## src/hdl/dpc_pkg.sv

```systemverilog
// constants shared by the datacomm configuration block and its queue
// assumes one 250 MHz clock and numbered register access
package dpc_pkg;
   // ------------------------------------------------------------
   // register numbers
   // ------------------------------------------------------------
   localparam logic [7:0] A_RXSPD_GID = 8'h15;
   localparam logic [7:0] A_DID_HSTYP = 8'h16;
   localparam logic [7:0] A_HW_HS     = 8'h17;
   localparam logic [7:0] A_BLK_FILT  = 8'h18;
   localparam logic [7:0] A_RX_ERRS   = 8'h19;
   localparam logic [7:0] A_HS_CHR1   = 8'h1A;
   localparam logic [7:0] A_HS_CHR2   = 8'h1B;
   localparam logic [7:0] A_EOL_LEN   = 8'h1C;
   localparam logic [7:0] A_EOL_CHR1  = 8'h1D;
   localparam logic [7:0] A_ASYNC_END = 8'h23;
   localparam logic [7:0] A_CHAR_GAP  = 8'h25;
   localparam logic [7:0] A_BREAK     = 8'h27;
   // ------------------------------------------------------------
   // reset values and accepted code limits
   // ------------------------------------------------------------
   localparam logic [7:0] GID_RST     = 8'h01;
   localparam logic [7:0] BLK_DL_RST  = 8'h00;
   localparam logic [7:0] FILT_RST    = 8'h7F;
   localparam logic [7:0] HS1_RST     = 8'h11;
   localparam logic [7:0] HS2_RST     = 8'h13;
   localparam logic [7:0] EOL_LEN_RST = 8'h02;
   localparam logic [7:0] EOL_CHR_RST = 8'h0D;
   localparam logic [7:0] ID_MAX      = 8'h1A;
   localparam logic [7:0] HS_TYPE_MAX = 8'h05;
   localparam logic [7:0] HW_MAX      = 8'h03;
   localparam logic [7:0] EOL_LEN_MAX = 8'h02;
   localparam logic [9:0] BLK_MAX     = 10'h200;
   // ------------------------------------------------------------
   // receive filter mask bits and special characters
   // ------------------------------------------------------------
   localparam int FB_HS     = 0;
   localparam int FB_EOL    = 1;
   localparam int FB_PROMPT = 2;
   localparam int FB_NUL    = 3;
   localparam int FB_DEL    = 4;
   localparam int FB_FF     = 5;
   localparam int FB_ERR    = 6;
   localparam logic [7:0] CH_NUL    = 8'h00;
   localparam logic [7:0] CH_DEL    = 8'h7F;
   localparam logic [7:0] CH_FF     = 8'hFF;
   localparam logic [7:0] CH_UNDER  = 8'h5F;
   localparam logic [7:0] CH_PROMPT = 8'h11;
   localparam logic [7:0] CNT_SAT   = 8'hFF;
   localparam int DW    = 8;
   localparam int DEPTH = 32;
endpackage : dpc_pkg

```

## src/hdl/dpc_fifo_if.sv

```systemverilog
// push and pop signals between the filter and the receive queue
// assumes both ends share mclk
`timescale 1ns/1ps
interface dpc_fifo_if #(parameter int DW = 8);
   logic          push_valid;
   logic          push_ready;
   logic [DW-1:0] push_data;
   logic          pop_valid;
   logic          pop_ready;
   logic [DW-1:0] pop_data;
   modport fill  (output push_valid, push_data, pop_ready,
                  input  push_ready, pop_valid, pop_data);
   modport store (input  push_valid, push_data, pop_ready,
                  output push_ready, pop_valid, pop_data);
endinterface : dpc_fifo_if

```

## src/hdl/dpc_config_top.sv

```systemverilog
// configuration, status and receive filter of a serial datacomm port
// assumes inputs synchronous to mclk; async_mode picks the protocol
`timescale 1ns/1ps
module dpc_config_top (
   input  wire logic                     mclk,         // 250 MHz clock
   input  wire logic                     srst,         // sync reset, high
   input  wire logic                     async_mode,   // 1 async, 0 data link
   input  wire logic [7:0]               sw_speed,     // speed switches
   input  wire logic [7:0]               sw_device_id, // device id switches
   input  wire logic [7:0]               sw_hw_hs,     // handshake switches
   input  wire logic [7:0]               reg_addr,     // register number
   input  wire logic                     reg_wr,       // control write strobe
   input  wire logic                     reg_rd,       // status read strobe
   input  wire logic [7:0]               reg_wdata,    // control value
   output logic      [7:0]               reg_rdata,    // status value
   output logic                          reg_ack,      // access done pulse
   output logic                          reg_err,      // access refused pulse
   input  wire logic                     rx_valid,     // received char valid
   input  wire logic [dpc_pkg::DW-1:0]   rx_data,      // received char
   input  wire logic                     rx_bad,       // parity/framing error
   output logic                          rx_ready,     // queue can take char
   input  wire logic                     nak_rcvd,     // nak seen, pulse
   output logic                          q_valid,      // queue head valid
   output logic      [dpc_pkg::DW-1:0]   q_data,       // queue head char
   input  wire logic                     q_ready,      // consumer takes head
   output logic      [7:0]               rx_speed,     // receive speed code
   output logic      [7:0]               group_id,     // group identifier
   output logic      [7:0]               device_id,    // device identifier
   output logic      [7:0]               hs_type,      // protocol handshake
   output logic      [7:0]               hw_hs,        // hardware handshake
   output logic      [9:0]               blk_limit,    // block limit bytes
   output logic      [7:0]               eol_len       // line end length
);
   import dpc_pkg::*;

   // ------------------------------------------------------------
   // helpers
   // ------------------------------------------------------------
   function automatic logic id_ok(input logic [7:0] code);
      return code <= ID_MAX;
   endfunction : id_ok

   function automatic logic [9:0] blk_bytes(input logic [7:0] code);
      return (code == 8'h00) ? BLK_MAX : {1'b0, code, 1'b0};
   endfunction : blk_bytes

   // ------------------------------------------------------------
   // registers
   // ------------------------------------------------------------
   logic [7:0] rx_speed_reg, group_id_reg, device_id_reg, hs_type_reg;
   logic [7:0] hw_hs_reg, blk_cfg_reg, rx_errs_reg, tx_errs_reg;
   logic [7:0] hs_chr1_reg, hs_chr2_reg, eol_len_reg, eol_chr1_reg;
   logic [9:0] blk_limit_reg;
   logic [7:0] rdata_reg;
   logic       ack_reg, err_reg;

   dpc_fifo_if #(.DW(DW)) fq ();

   // ------------------------------------------------------------
   // address decode
   // ------------------------------------------------------------
   wire a21 = reg_addr == A_RXSPD_GID;
   wire a22 = reg_addr == A_DID_HSTYP;
   wire a23 = reg_addr == A_HW_HS;
   wire a24 = reg_addr == A_BLK_FILT;
   wire a25 = reg_addr == A_RX_ERRS;
   wire a26 = reg_addr == A_HS_CHR1;
   wire a27 = reg_addr == A_HS_CHR2;
   wire a28 = reg_addr == A_EOL_LEN;
   wire a29 = reg_addr == A_EOL_CHR1;
   wire mapped = (reg_addr >= A_RXSPD_GID) && (reg_addr <= A_EOL_CHR1);
   // async-only range; status 26 stays readable for the nak count
   wire async_only_wr = ((reg_addr >= A_HS_CHR1) && (reg_addr <= A_ASYNC_END))
                        || reg_addr == A_CHAR_GAP || reg_addr == A_BREAK;
   wire async_only_rd = async_only_wr && !a26;
   wire dl = !async_mode;

   // ------------------------------------------------------------
   // write checking
   // ------------------------------------------------------------
   wire bad_code = (a21 && dl && !id_ok(reg_wdata))
                   || (a22 && dl && !id_ok(reg_wdata))
                   || (a22 && async_mode && reg_wdata > HS_TYPE_MAX)
                   || (a23 && reg_wdata > HW_MAX)
                   || (a28 && reg_wdata > EOL_LEN_MAX);
   // out of range codes are refused and leave the register alone
   wire bad_wr = reg_wr && (!mapped || a25 || bad_code
                            || (dl && async_only_wr));
   wire bad_rd = reg_rd && (!mapped || (dl && async_only_rd));
   wire wr_ok  = reg_wr && !bad_wr;
   wire rd_ok  = reg_rd && !bad_rd;

   // ------------------------------------------------------------
   // read selection
   // ------------------------------------------------------------
   wire [7:0] rd_mux =
      a21 ? (async_mode ? rx_speed_reg : group_id_reg) :
      a22 ? (async_mode ? hs_type_reg : device_id_reg) :
      a23 ? hw_hs_reg :
      a24 ? blk_cfg_reg :
      a25 ? rx_errs_reg :
      a26 ? (async_mode ? hs_chr1_reg : tx_errs_reg) :
      a27 ? hs_chr2_reg :
      a28 ? eol_len_reg :
      a29 ? eol_chr1_reg :
      8'h00;

   // ------------------------------------------------------------
   // receive classification and filtering
   // ------------------------------------------------------------
   wire rx_take   = rx_valid && rx_ready;
   wire is_hs     = rx_data == hs_chr1_reg || rx_data == hs_chr2_reg;
   wire is_eol    = eol_len_reg != 8'h00 && rx_data == eol_chr1_reg;
   wire is_prompt = rx_data == CH_PROMPT;
   wire is_nul    = rx_data == CH_NUL;
   wire is_del    = rx_data == CH_DEL;
   wire is_ff     = rx_data == CH_FF;
   // bad chars with substitution on bypass class filtering
   wire subst     = async_mode && rx_bad && blk_cfg_reg[FB_ERR];
   wire drop      = async_mode && !subst && (
                       (is_hs     && !blk_cfg_reg[FB_HS])
                    || (is_eol    && !blk_cfg_reg[FB_EOL])
                    || (is_prompt && !blk_cfg_reg[FB_PROMPT])
                    || (is_nul    && !blk_cfg_reg[FB_NUL])
                    || (is_del    && !blk_cfg_reg[FB_DEL])
                    || (is_ff     && !blk_cfg_reg[FB_FF]));
   assign fq.push_valid = rx_valid && !drop;
   assign fq.push_data  = subst ? CH_UNDER : rx_data;
   assign fq.pop_ready  = q_ready;

   dpc_fifo #(.DW(DW), .DEPTH(DEPTH)) u_fifo (
      .mclk (mclk),
      .srst (srst),
      .fq   (fq)
   );

   // ------------------------------------------------------------
   // identifier and handshake registers
   // ------------------------------------------------------------
   // switches are sampled while srst is held
   always_ff @(posedge mclk) begin
      if (srst) begin
         rx_speed_reg  <= sw_speed;
         group_id_reg  <= GID_RST;
         device_id_reg <= sw_device_id;
         hs_type_reg   <= 8'h00;
         hw_hs_reg     <= sw_hw_hs;
      end else if (wr_ok) begin
         if (a21 && async_mode) rx_speed_reg <= reg_wdata;
         if (a21 && dl) group_id_reg <= reg_wdata;
         if (a22 && dl) device_id_reg <= reg_wdata;
         if (a22 && async_mode) hs_type_reg <= reg_wdata;
         if (a23) hw_hs_reg <= reg_wdata;
      end
   end

   // block size or filter mask: one storage, meaning follows the mode
   always_ff @(posedge mclk) begin
      if (srst) begin
         blk_cfg_reg   <= async_mode ? FILT_RST : BLK_DL_RST;
         blk_limit_reg <= BLK_MAX;
      end else if (wr_ok && a24) begin
         blk_cfg_reg   <= reg_wdata;
         blk_limit_reg <= blk_bytes(reg_wdata);
      end
   end

   // async handshake and line end characters
   always_ff @(posedge mclk) begin
      if (srst) begin
         hs_chr1_reg  <= HS1_RST;
         hs_chr2_reg  <= HS2_RST;
         eol_len_reg  <= EOL_LEN_RST;
         eol_chr1_reg <= EOL_CHR_RST;
      end else if (wr_ok) begin
         if (a26) hs_chr1_reg <= reg_wdata;
         if (a27) hs_chr2_reg <= reg_wdata;
         if (a28) eol_len_reg <= reg_wdata;
         if (a29) eol_chr1_reg <= reg_wdata;
      end
   end

   // ------------------------------------------------------------
   // error counters
   // ------------------------------------------------------------
   // saturate rather than wrap so a flood never reads as few errors
   always_ff @(posedge mclk) begin
      if (srst) begin
         rx_errs_reg <= 8'h00;
         tx_errs_reg <= 8'h00;
      end else begin
         if (rx_take && rx_bad && rx_errs_reg != CNT_SAT)
            rx_errs_reg <= rx_errs_reg + 8'h01;
         if (nak_rcvd && dl && tx_errs_reg != CNT_SAT)
            tx_errs_reg <= tx_errs_reg + 8'h01;
      end
   end

   // ------------------------------------------------------------
   // access answer
   // ------------------------------------------------------------
   always_ff @(posedge mclk) begin
      if (srst) begin
         rdata_reg <= 8'h00;
         ack_reg   <= 1'b0;
         err_reg   <= 1'b0;
      end else begin
         ack_reg <= reg_wr || reg_rd;
         err_reg <= bad_wr || bad_rd;
         if (reg_rd) rdata_reg <= rd_ok ? rd_mux : 8'h00;
      end
   end

   // ------------------------------------------------------------
   // outputs
   // ------------------------------------------------------------
   assign reg_rdata = rdata_reg;
   assign reg_ack   = ack_reg;
   assign reg_err   = err_reg;
   assign rx_ready  = fq.push_ready;
   assign q_valid   = fq.pop_valid;
   assign q_data    = fq.pop_data;
   assign rx_speed  = rx_speed_reg;
   assign group_id  = group_id_reg;
   assign device_id = device_id_reg;
   assign hs_type   = hs_type_reg;
   assign hw_hs     = hw_hs_reg;
   assign blk_limit = blk_limit_reg;
   assign eol_len   = eol_len_reg;

   // ------------------------------------------------------------
   // checks
   // ------------------------------------------------------------
   chk_gid_reject: assert property (@(posedge mclk) disable iff (srst)
      reg_wr && a21 && dl && reg_wdata > ID_MAX
      |=> reg_err && $stable(group_id_reg))
      else $error("bad group id accepted");

   chk_rxspd_write: assert property (@(posedge mclk) disable iff (srst)
      wr_ok && a21 && async_mode |=> rx_speed == $past(reg_wdata))
      else $error("receive speed not written");

   chk_hstype_range: assert property (@(posedge mclk) disable iff (srst)
      reg_wr && a22 && async_mode && reg_wdata > HS_TYPE_MAX
      |=> reg_err && $stable(hs_type_reg) && hs_type <= HS_TYPE_MAX)
      else $error("bad handshake type accepted");

   chk_hw_range: assert property (@(posedge mclk) disable iff (srst)
      reg_wr && a23 && reg_wdata > HW_MAX |=> reg_err && $stable(hw_hs))
      else $error("bad hardware handshake accepted");

   chk_blk_readback: assert property (@(posedge mclk) disable iff (srst)
      (reg_wr && a24 && !reg_rd) ##1 (reg_rd && a24 && !reg_wr)
      |=> reg_rdata == $past(reg_wdata, 2))
      else $error("reg 24 readback differs");

   chk_blk_limit: assert property (@(posedge mclk) disable iff (srst)
      reg_wr && a24 |=> blk_limit == (($past(reg_wdata) == 8'h00) ? BLK_MAX
                        : {1'b0, $past(reg_wdata), 1'b0}))
      else $error("block limit wrong");

   chk_nul_drop: assert property (@(posedge mclk) disable iff (srst)
      async_mode && rx_valid && is_nul && !rx_bad && !blk_cfg_reg[FB_NUL]
      |-> !fq.push_valid)
      else $error("nul passed while masked");

   chk_err_subst: assert property (@(posedge mclk) disable iff (srst)
      async_mode && rx_valid && rx_bad && blk_cfg_reg[FB_ERR]
      |-> fq.push_valid && fq.push_data == CH_UNDER)
      else $error("bad char not replaced");

   chk_rxerr_count: assert property (@(posedge mclk) disable iff (srst)
      rx_take && rx_bad && rx_errs_reg != CNT_SAT
      |=> rx_errs_reg == $past(rx_errs_reg) + 8'h01)
      else $error("receive error not counted");

   chk_dl_block: assert property (@(posedge mclk) disable iff (srst)
      reg_wr && dl && a27 |=> reg_err && $stable(hs_chr2_reg))
      else $error("async register written in data link");

   chk_nak_count: assert property (@(posedge mclk) disable iff (srst)
      nak_rcvd && dl && tx_errs_reg != CNT_SAT
      |=> tx_errs_reg == $past(tx_errs_reg) + 8'h01)
      else $error("nak not counted");

   chk_eol_len: assert property (@(posedge mclk) disable iff (srst)
      reg_wr && a28 && reg_wdata > EOL_LEN_MAX |=> reg_err && eol_len <= EOL_LEN_MAX)
      else $error("bad line end length accepted");

   // ------------------------------------------------------------
   // write, read, refusal, filter and counter checks
   // ------------------------------------------------------------
   // a refused write must leave state alone, else one typo reconfigures the link
   chk_gid_write: assert property (@(posedge mclk) disable iff (srst)
      wr_ok && a21 && dl |=> group_id == $past(reg_wdata))
      else $error("group id not written");
   chk_did_reject: assert property (@(posedge mclk) disable iff (srst)
      reg_wr && a22 && dl && reg_wdata > ID_MAX
      |=> reg_err && $stable(device_id_reg))
      else $error("bad device id accepted");
   chk_hw_write: assert property (@(posedge mclk) disable iff (srst)
      wr_ok && a23 |=> hw_hs == $past(reg_wdata))
      else $error("hardware handshake not written");
   chk_blk_gap_read: assert property (@(posedge mclk) disable iff (srst)
      (reg_wr && a24 && !reg_rd) ##1 (!reg_wr && !reg_rd) ##1 (reg_rd && a24 && !reg_wr)
      |=> reg_rdata == $past(reg_wdata, 3))
      else $error("reg 24 readback after gap differs");
   chk_rdata_hold: assert property (@(posedge mclk) disable iff (srst)
      !reg_rd |=> $stable(reg_rdata))
      else $error("read data moved without a read");
   chk_eol_drop: assert property (@(posedge mclk) disable iff (srst)
      async_mode && rx_valid && is_eol && !rx_bad && !blk_cfg_reg[FB_EOL]
      |-> !fq.push_valid)
      else $error("line end passed while masked");
   chk_errcnt_hold: assert property (@(posedge mclk) disable iff (srst)
      !(rx_take && rx_bad) |=> $stable(rx_errs_reg))
      else $error("receive error count moved");
   chk_hs1_reject: assert property (@(posedge mclk) disable iff (srst)
      reg_wr && dl && a26 |=> reg_err && $stable(hs_chr1_reg))
      else $error("handshake char written in data link");
   chk_nak_read: assert property (@(posedge mclk) disable iff (srst)
      reg_rd && dl && a26 |=> !reg_err && reg_rdata == $past(tx_errs_reg))
      else $error("nak count not returned");
   chk_hs1_write: assert property (@(posedge mclk) disable iff (srst)
      wr_ok && a26 |=> hs_chr1_reg == $past(reg_wdata))
      else $error("first handshake char not written");
   chk_hs2_write: assert property (@(posedge mclk) disable iff (srst)
      wr_ok && a27 |=> hs_chr2_reg == $past(reg_wdata))
      else $error("second handshake char not written");
   chk_eol_read: assert property (@(posedge mclk) disable iff (srst)
      reg_rd && a29 && async_mode |=> reg_rdata == $past(eol_chr1_reg))
      else $error("line end char not returned");
   chk_eol_chr: assert property (@(posedge mclk) disable iff (srst)
      wr_ok && a29 |=> eol_chr1_reg == $past(reg_wdata))
      else $error("line end char not written");
   chk_unmapped: assert property (@(posedge mclk) disable iff (srst)
      (reg_wr || reg_rd) && !mapped |=> reg_err)
      else $error("unmapped access not refused");
   chk_err_ack: assert property (@(posedge mclk) disable iff (srst)
      reg_err |-> reg_ack)
      else $error("refusal without answer");
endmodule : dpc_config_top

```

## src/hdl/dpc_fifo.sv

```systemverilog
// receive queue with registered read data and registered flags
// assumes synchronous active-high reset, DEPTH a power of two
`timescale 1ns/1ps
module dpc_fifo #(
   parameter int DW    = 8,
   parameter int DEPTH = 32
) (
   input wire logic mclk,   // system clock
   input wire logic srst,   // synchronous reset
   dpc_fifo_if.store fq     // push and pop side
);
   localparam int AW = $clog2(DEPTH);
   logic [DW-1:0] mem [DEPTH];
   logic [AW-1:0] wr_ptr_reg, rd_ptr_reg;
   logic [AW:0]   count_reg, count_next;
   logic          room_reg, out_valid_reg;
   logic [DW-1:0] out_data_reg;
   wire           do_wr = fq.push_valid && room_reg;
   wire           do_rd = (count_reg != '0) && (!out_valid_reg || fq.pop_ready);
   // count tracks the memory only; the output stage is an extra slot outside it
   assign count_next    = count_reg + {{AW{1'b0}}, do_wr} - {{AW{1'b0}}, do_rd};
   assign fq.push_ready = room_reg;
   assign fq.pop_valid  = out_valid_reg;
   assign fq.pop_data   = out_data_reg;
   // storage array, no reset needed
   always_ff @(posedge mclk) begin
      if (do_wr) mem[wr_ptr_reg] <= fq.push_data;
   end
   // pointers, count and flags
   always_ff @(posedge mclk) begin
      if (srst) begin
         wr_ptr_reg    <= '0;
         rd_ptr_reg    <= '0;
         count_reg     <= '0;
         room_reg      <= 1'b0;
         out_valid_reg <= 1'b0;
         out_data_reg  <= '0;
      end else begin
         count_reg <= count_next;
         room_reg  <= count_next != (AW+1)'(DEPTH);
         if (do_wr) wr_ptr_reg <= wr_ptr_reg + 1'b1;
         if (do_rd) begin
            rd_ptr_reg    <= rd_ptr_reg + 1'b1;
            out_data_reg  <= mem[rd_ptr_reg];
            out_valid_reg <= 1'b1;
         end else if (fq.pop_ready) begin
            out_valid_reg <= 1'b0;
         end
      end
   end
endmodule : dpc_fifo

```

## config.mk

```make
export PLATFORM = sky130hd
export DESIGN_NAME = dpc_config_top
export DESIGN_NICKNAME = d
export VERILOG_FILES = /design/src/hdl/dpc_pkg.sv /design/src/hdl/dpc_fifo_if.sv /design/src/hdl/dpc_config_top.sv /design/src/hdl/dpc_fifo.sv
export SDC_FILE = /design/constraint.sdc
export NUM_CORES = 1
export LEC_CHECK = 0
export BUFFER_PORTS_ARGS = -buffer_cell sky130_fd_sc_hd__buf_4
export CORE_ASPECT_RATIO = 0.75
export CORE_MARGIN = 2
export CORE_UTILIZATION = 54
export CTS_BUF_LIST = sky130_fd_sc_hd__clkbuf_4 sky130_fd_sc_hd__clkbuf_8 sky130_fd_sc_hd__clkbuf_16
export CTS_CLUSTER_SIZE = 28
export DETAILED_ROUTE_END_ITERATION = 8
export PLACE_DENSITY = 0.76
export SLEW_MARGIN = 20
export SYNTH_ARGS = -nofsm -noshare
export SYNTH_HDL_FRONTEND = slang
export SYNTH_HIERARCHICAL = 1
export SYNTH_SLANG_ARGS = --single-unit
```

## constraint.sdc

```tcl
create_clock -name mclk -period 3.8 [get_ports mclk]
set_input_delay 0.57 -clock mclk [delete_from_list [all_inputs] [get_ports mclk]]
set_output_delay 0.57 -clock mclk [all_outputs]
set_load 0.005 [all_outputs]
```

==> results of run 1 <==
==> cells in the mapped netlist, drive strengths merged (17+ instances only) <==
master	instances	area, um^2
clkbuf	52	195
a21oi	21	105
buf	34	289
nor2b	19	119
xor2	32	280
nand2b	32	200
nand2	108	408
o21ai	24	120
nor2	116	435
mux4	40	927
dfxtp	109	2180
nand3	20	100
mux2i	98	981
a22oi	22	165
edfxtp	288	8650
nor3	17	85.1
inv	19	71.3
nor4	24	150
==> power by group <==
group,leakage (nW),switching (W),internal [W]
clock,0.616,0.00161,0.00217
combinational,3.16,0.00102,0.000854
sequential,3.50,0.000174,0.00480
total,7.27,0.00281,0.00782
==> kinds of logic after synthesis <==
group | after synthesis | share of synthesized area
xor+xnor | 48 | 0.0242
simple gates | 406 | 0.118
mux | 141 | 0.112
buf+inv | 105 | 0.0320
fa+ha+maj | 16 | 0.0120
other cells | 1 | 0.000216
compound gates | 183 | 0.0776
flops | 397 | 0.624
==> through the flow <==
step	util	total power, W	cell area (um^2)	hold WS, ns	setup TNS, ns
after floorplan	-	0.00639	17400	0.459	0
after global placement	0.593	0.00686	18700	0.456	0
after detailed placement	0.593	0.00691	18700	0.460	-0.0233
after CTS	0.632	0.0107	19900	0.271	0
after global routing	0.632	0.0110	19900	0.302	0
final	0.632	0.0106	19900	0.286	0
==> per-layer routing <==
layer / routed length, um / share of wire / up-vias / track usage
li1: - / - / 5156 / -
met1: 20200 / 0.45 / 5871 / 0.427
met2: 19300 / 0.43 / 589 / 0.378
met3: 4750 / 0.11 / 67 / 0.0609
met4: 684 / 0.015 / 0 / 0.0503
met5: 0 / 0 / - / 0
==> final timing paths <==
check	from	to	slack, ns	depth (start not counted)
max	hs_chr1_reg[2]	u_fifo/fq.push_ready	0.22	17
max reg2reg	hs_chr1_reg[2]	u_fifo/fq.push_ready	0.22	17
min	reg_rd	reg_ack	0.29	3
min reg2reg	u_fifo/fq.pop_data[3]	u_fifo/fq.pop_data[3]	0.47	2
==> critical path, delay by kind of cell (launching register included) <==
family                     cells  cell delay [ns]
AOI/OAI and AO/OA              6             1.04
adders and majority gates      3             0.83
and+or+nand+nor                2             0.56
DFF                            1             0.35
xor gates and xnor gates       2             0.34
buffers and inverters          4             0.32
==> layout make-up <==
cell class | instances | area, um^2
sequential | 397 | 10800
clock buffer | 46 | 1040
timing repair buffer | 168 | 1270
fill | 2343 | 11600
clock inverter | 23 | 198
inverter | 19 | 71.3
tap | 406 | 508
multi-input combinational | 795 | 5960
==> qor.csv, run 1 <==
metric,value,unit
CP Max Fanout,3,
Initial Util,0.551,
"most common cell after layout, fill and taps aside",edfxtp_1,
diodes inserted,0,
fin crit period,3.58,ns
slew margin rel.,0.199,
chip width,211,um
worst-path cell chain,"xor2_1, nor4_1, a22oi_1, o221ai_1, a31oi_1, and2_1, inv_1, ha_1, inv_1, ha_1, inv_1, fa_1, inv_1, a21oi_1, o21bai_1, xnor2_1, a41oi_1",
"commonest cells after routing, fill and taps aside","288 x edfxtp_1, 167 x buf_4, 116 x nor2_1",
Synth Flop Type,edfxtp_1,
WL final,45000,um
DRC Markers,0,
"Distinct cells, synth",80,
Sink Count,397,
core area,31500,um^2
worst endpoint required time,4.20,ns
Routed Antenna Nets,0,
routability cong.,0.933,
Final Setup Violations,0,
# port buffers,133,
CP Launch Type,flip-flop,
"Clk pin slew, worst setup/hold paths",0.07,ns
DP Worst Slack,-0.0233,ns
Ys Warns,6,
Cells after Synth,1297,
worst-margin pin slew,1.20,ns
CTS Buf Count,38,
Setup WS post-layout,0.219,ns
placed insts,1785,
critical path data arrival time,3.98,ns
Power Density,535,nW/um^2
Crit-path slowest cell,fa_1,
mean post-synth cell area,13.4,um^2
final slew viol count,0,
Crit path largest cell delay,0.44,ns
Max VDD drop,0.385,mV
number of flip-flops in the largest register,256,
CTS max path bufs,3,
cts repair resizes,0,
Hold Crit Class,input port to flip-flop,
fraction of layout cells with a size suffix above 1,0.193,
postcts setup bufs,0,
Post-DP HPWL,30600,um
total grt overflow,0,
RSZ-0062 raised after global routing,false,
Nets,1492,
clk_skew,0.0160,ns
crit share post-route,0.942,
Clock H-tree levels,2,
CP most frequent cell,inv_1,
number of flops mapped to enable cells by yosys,288,
status,"complete, no violations",
Synthesized Nets,1370,
CTS tree,built,
# IOs,135,
CTS Hold Bufs,0,
largest net degree at the start of global routing,42,
initial antenna violation count,0,
"Cell Area, Synth",17300,um^2
Vias/cell,6.30,
vias in the first global route,11083,
Max Cap Viol,0,
CTS Root Cell,clkbuf_16,
Leakage Power,7.27,nW
Area Overhead vs Synth,14.6,%
crit end category,flip-flop,
Worst-Skew Late Latency,0.54,ns
starting DRC count in detailed routing,1596,
per-cell routed wire length,24.3,um
Finished Layout Cells,1854,
die area,33600,um^2
Site Rows,56,
TritonRoute pass-1 iters,5,
Total GRT Usage,0.268,
Fin. Hold Viols,0,
CP Class,flip-flop to flip-flop,
post-synthesis register bit count,397,
Die Height,159,um
vias post-DR,11683,
Peak Freq,0.279,GHz
first-pass GRT wire length,68100,um
register area share after synthesis,0.624,
Post-synth ARST share,0,
Power figures use the tool's default switching activity.
==> run 2: changes to the inputs <==
- ABC_AREA: not set -> 1
- CORE_UTILIZATION: 54 -> 55
- PLACE_DENSITY: 0.76 -> 0.77
- TNS_END_PERCENT: not set -> 50
==> qor.csv, run 2 <==
metric,value,unit
status,"complete, no violations",
# IOs,135,
CP Max Fanout,4,
Clock H-tree levels,2,
worst endpoint required time,4.19,ns
Post-DP HPWL,34300,um
top-area cell type share of the netlist area,0.476,
Post-synth ARST share,0,
fin util,0.645,
"Distinct cells, synth",44,
Crit path largest cell delay,0.43,ns
Die Height,161,um
crit end category,flip-flop,
fin crit period,3.52,ns
Vias/cell,5.60,
die area,34500,um^2
Commonest cells post-synth,"633 x nand2_1, 288 x edfxtp_1, 241 x nand3_1",
"Clk pin slew, worst setup/hold paths",0.06,ns
crit share post-route,0.927,
Leakage Power,8.91,nW
Fin. Hold Viols,0,
Area Overhead vs Synth,15.3,%
CTS Hold Bufs,0,
CTS Root Cell,clkbuf_16,
Site Rows,57,
DP Worst Slack,-0.0676,ns
chip width,214,um
routability cong.,0.986,
Sink Count,397,
R2R Path Start,hs_chr2_reg[5],
# port buffers,133,
number of flip-flops in the largest register,256,
reg2reg end,u_fifo/fq.push_ready,
number of flops mapped to enable cells by yosys,288,
Synth Flop Type,edfxtp_1,
"area leader, netlist",edfxtp_1,
critical path data arrival time,3.92,ns
Hold Path Origin,srst,
Worst-Skew Late Latency,0.55,ns
Initial Util,0.559,
post-synthesis register bit count,397,
hold path depth,2,
CTS tree,built,
RSZ-0062 raised after global routing,false,
Total GRT Usage,0.294,
Max Cap Viol,0,
CTS max path bufs,3,
fraction of layout cells with a size suffix above 1,0.132,
register area share after synthesis,0.597,
CTS Buf Count,39,
largest net degree at the start of global routing,107,
Cells after Synth,2037,
Power Density,540,nW/um^2
Peak Freq,0.284,GHz
"most common cell after layout, fill and taps aside",nand2_1,
starting DRC count in detailed routing,1853,
diodes inserted,0,
Hold Crit Class,input port to flip-flop,
CP Class,flip-flop to flip-flop,
clk_skew,0.0227,ns
"Cell Area, Synth",18200,um^2
Max VDD drop,0.366,mV
Nets,2259,
"commonest cells after routing, fill and taps aside","632 x nand2_1, 288 x edfxtp_1, 241 x nand3_1",
first-pass GRT wire length,77000,um
Overall Power,0.0113,W
Setup WS post-layout,0.276,ns
vias in the first global route,13671,
Setup crit start,hs_chr2_reg[5],
Routed Antenna Nets,0,
Crit-path slowest cell,fa_1,
worst-path cell chain,"or2_2, nand4_1, nand3b_1, o22ai_1, nand2_1, nand3_1, a21oi_2, nand2_1, ha_1, inv_1, ha_1, inv_1, fa_1, o21ai_0, a21oi_1, xor2_1, nand3_1, nor2_1, nor2_1",
per-cell routed wire length,19.1,um
total grt overflow,0,
Hold WS,0.292,ns
DRC Markers,0,
TritonRoute pass-1 iters,6,
largest cells by area after synthesis,"edfxtp_1 48%, nand2_1 13%, dfxtp_1 12%",
slew margin rel.,0.287,
final slew viol count,0,
CP bufs+invs,2,
Final Setup Violations,0,
sink of the worst hold path,tx_errs_reg[2],
Ys Warns,6,
mean post-synth cell area,8.91,um^2
Synthesized Nets,2110,
Crit path max-delay family,simple AND/OR/NAND/NOR gates,
setup TNS,0,ns
top-count cell post-synth,nand2_1,
R2R setup slack,0.28,ns
vias post-DR,14878,
CP Launch Type,flip-flop,
worst r2r path cells,19,
initial antenna violation count,0,
WL final,50700,um
core area,32400,um^2
worst-margin pin slew,1.06,ns
## run 2: final cells by class
class	instances	area, um^2
clock inverters	17	140
well taps	442	553
flip-flops and latches	397	10800
multi-input cells	1330	6040
inverters	232	875
repair buffers	186	1400
fillers	2633	11500
clock buffers	53	1090
## run 2: metrics by stage
stage	instances	area [um^2]
2_1_floorplan	2037	18200
3_3_place_gp	2587	19700
3_5_place_dp	2587	19700
4_1_cts	2657	20900
5_1_grt	2657	20900
6_report	2657	20900
## run 2: report_power, final
group          internal, W  switching [W]  total, W  leakage (nW)
sequential         0.00481       0.000154   0.00496          3.50
clock              0.00216        0.00161   0.00377         0.619
combinational     0.000799        0.00178   0.00258          4.79
## run 2: logic make-up (layout without fill, tap and decap cells)
logic type                 after synthesis  in the layout  synth area share
and+or+nand+nor                       1147           1147             0.268
DFF                                    397            397             0.597
buffers and inverters                  310            488            0.0712
AOI/OAI and AO/OA                      146            146            0.0432
xor gates and xnor gates                20             20           0.00965
adders and majority gates               16             16            0.0114
other                                    1              1          0.000207
## run 2: layer usage
layer	up-vias	routed length, um	part of all wire	track usage
li1	6934	-	-	-
met4	0	1120	0.022	0.0818
met3	75	6280	0.12	0.0657
met2	853	21600	0.43	0.419
met5	-	0	0	0
met1	7016	21600	0.43	0.452
## run 2: how the worst max path moves through the flow
stage                                 to  slack (ns)  cells after the start
floorplan           u_fifo/fq.push_ready        0.40                     21
global placement    u_fifo/fq.push_ready        0.11                     21
detailed placement  u_fifo/fq.push_ready       -0.07                     21
CTS                 u_fifo/fq.push_ready        0.20                     19
global route        u_fifo/fq.push_ready        0.08                     19
finish              u_fifo/fq.push_ready        0.28                     19
## run 2: repair_timing
item / 4_1_cts / 5_1_grt
buffers inserted: 0 / 0
gates resized for setup: 0 / 2
endpoints found under the hold margin: 0 / 0
endpoints found under the setup margin: 0 / 1
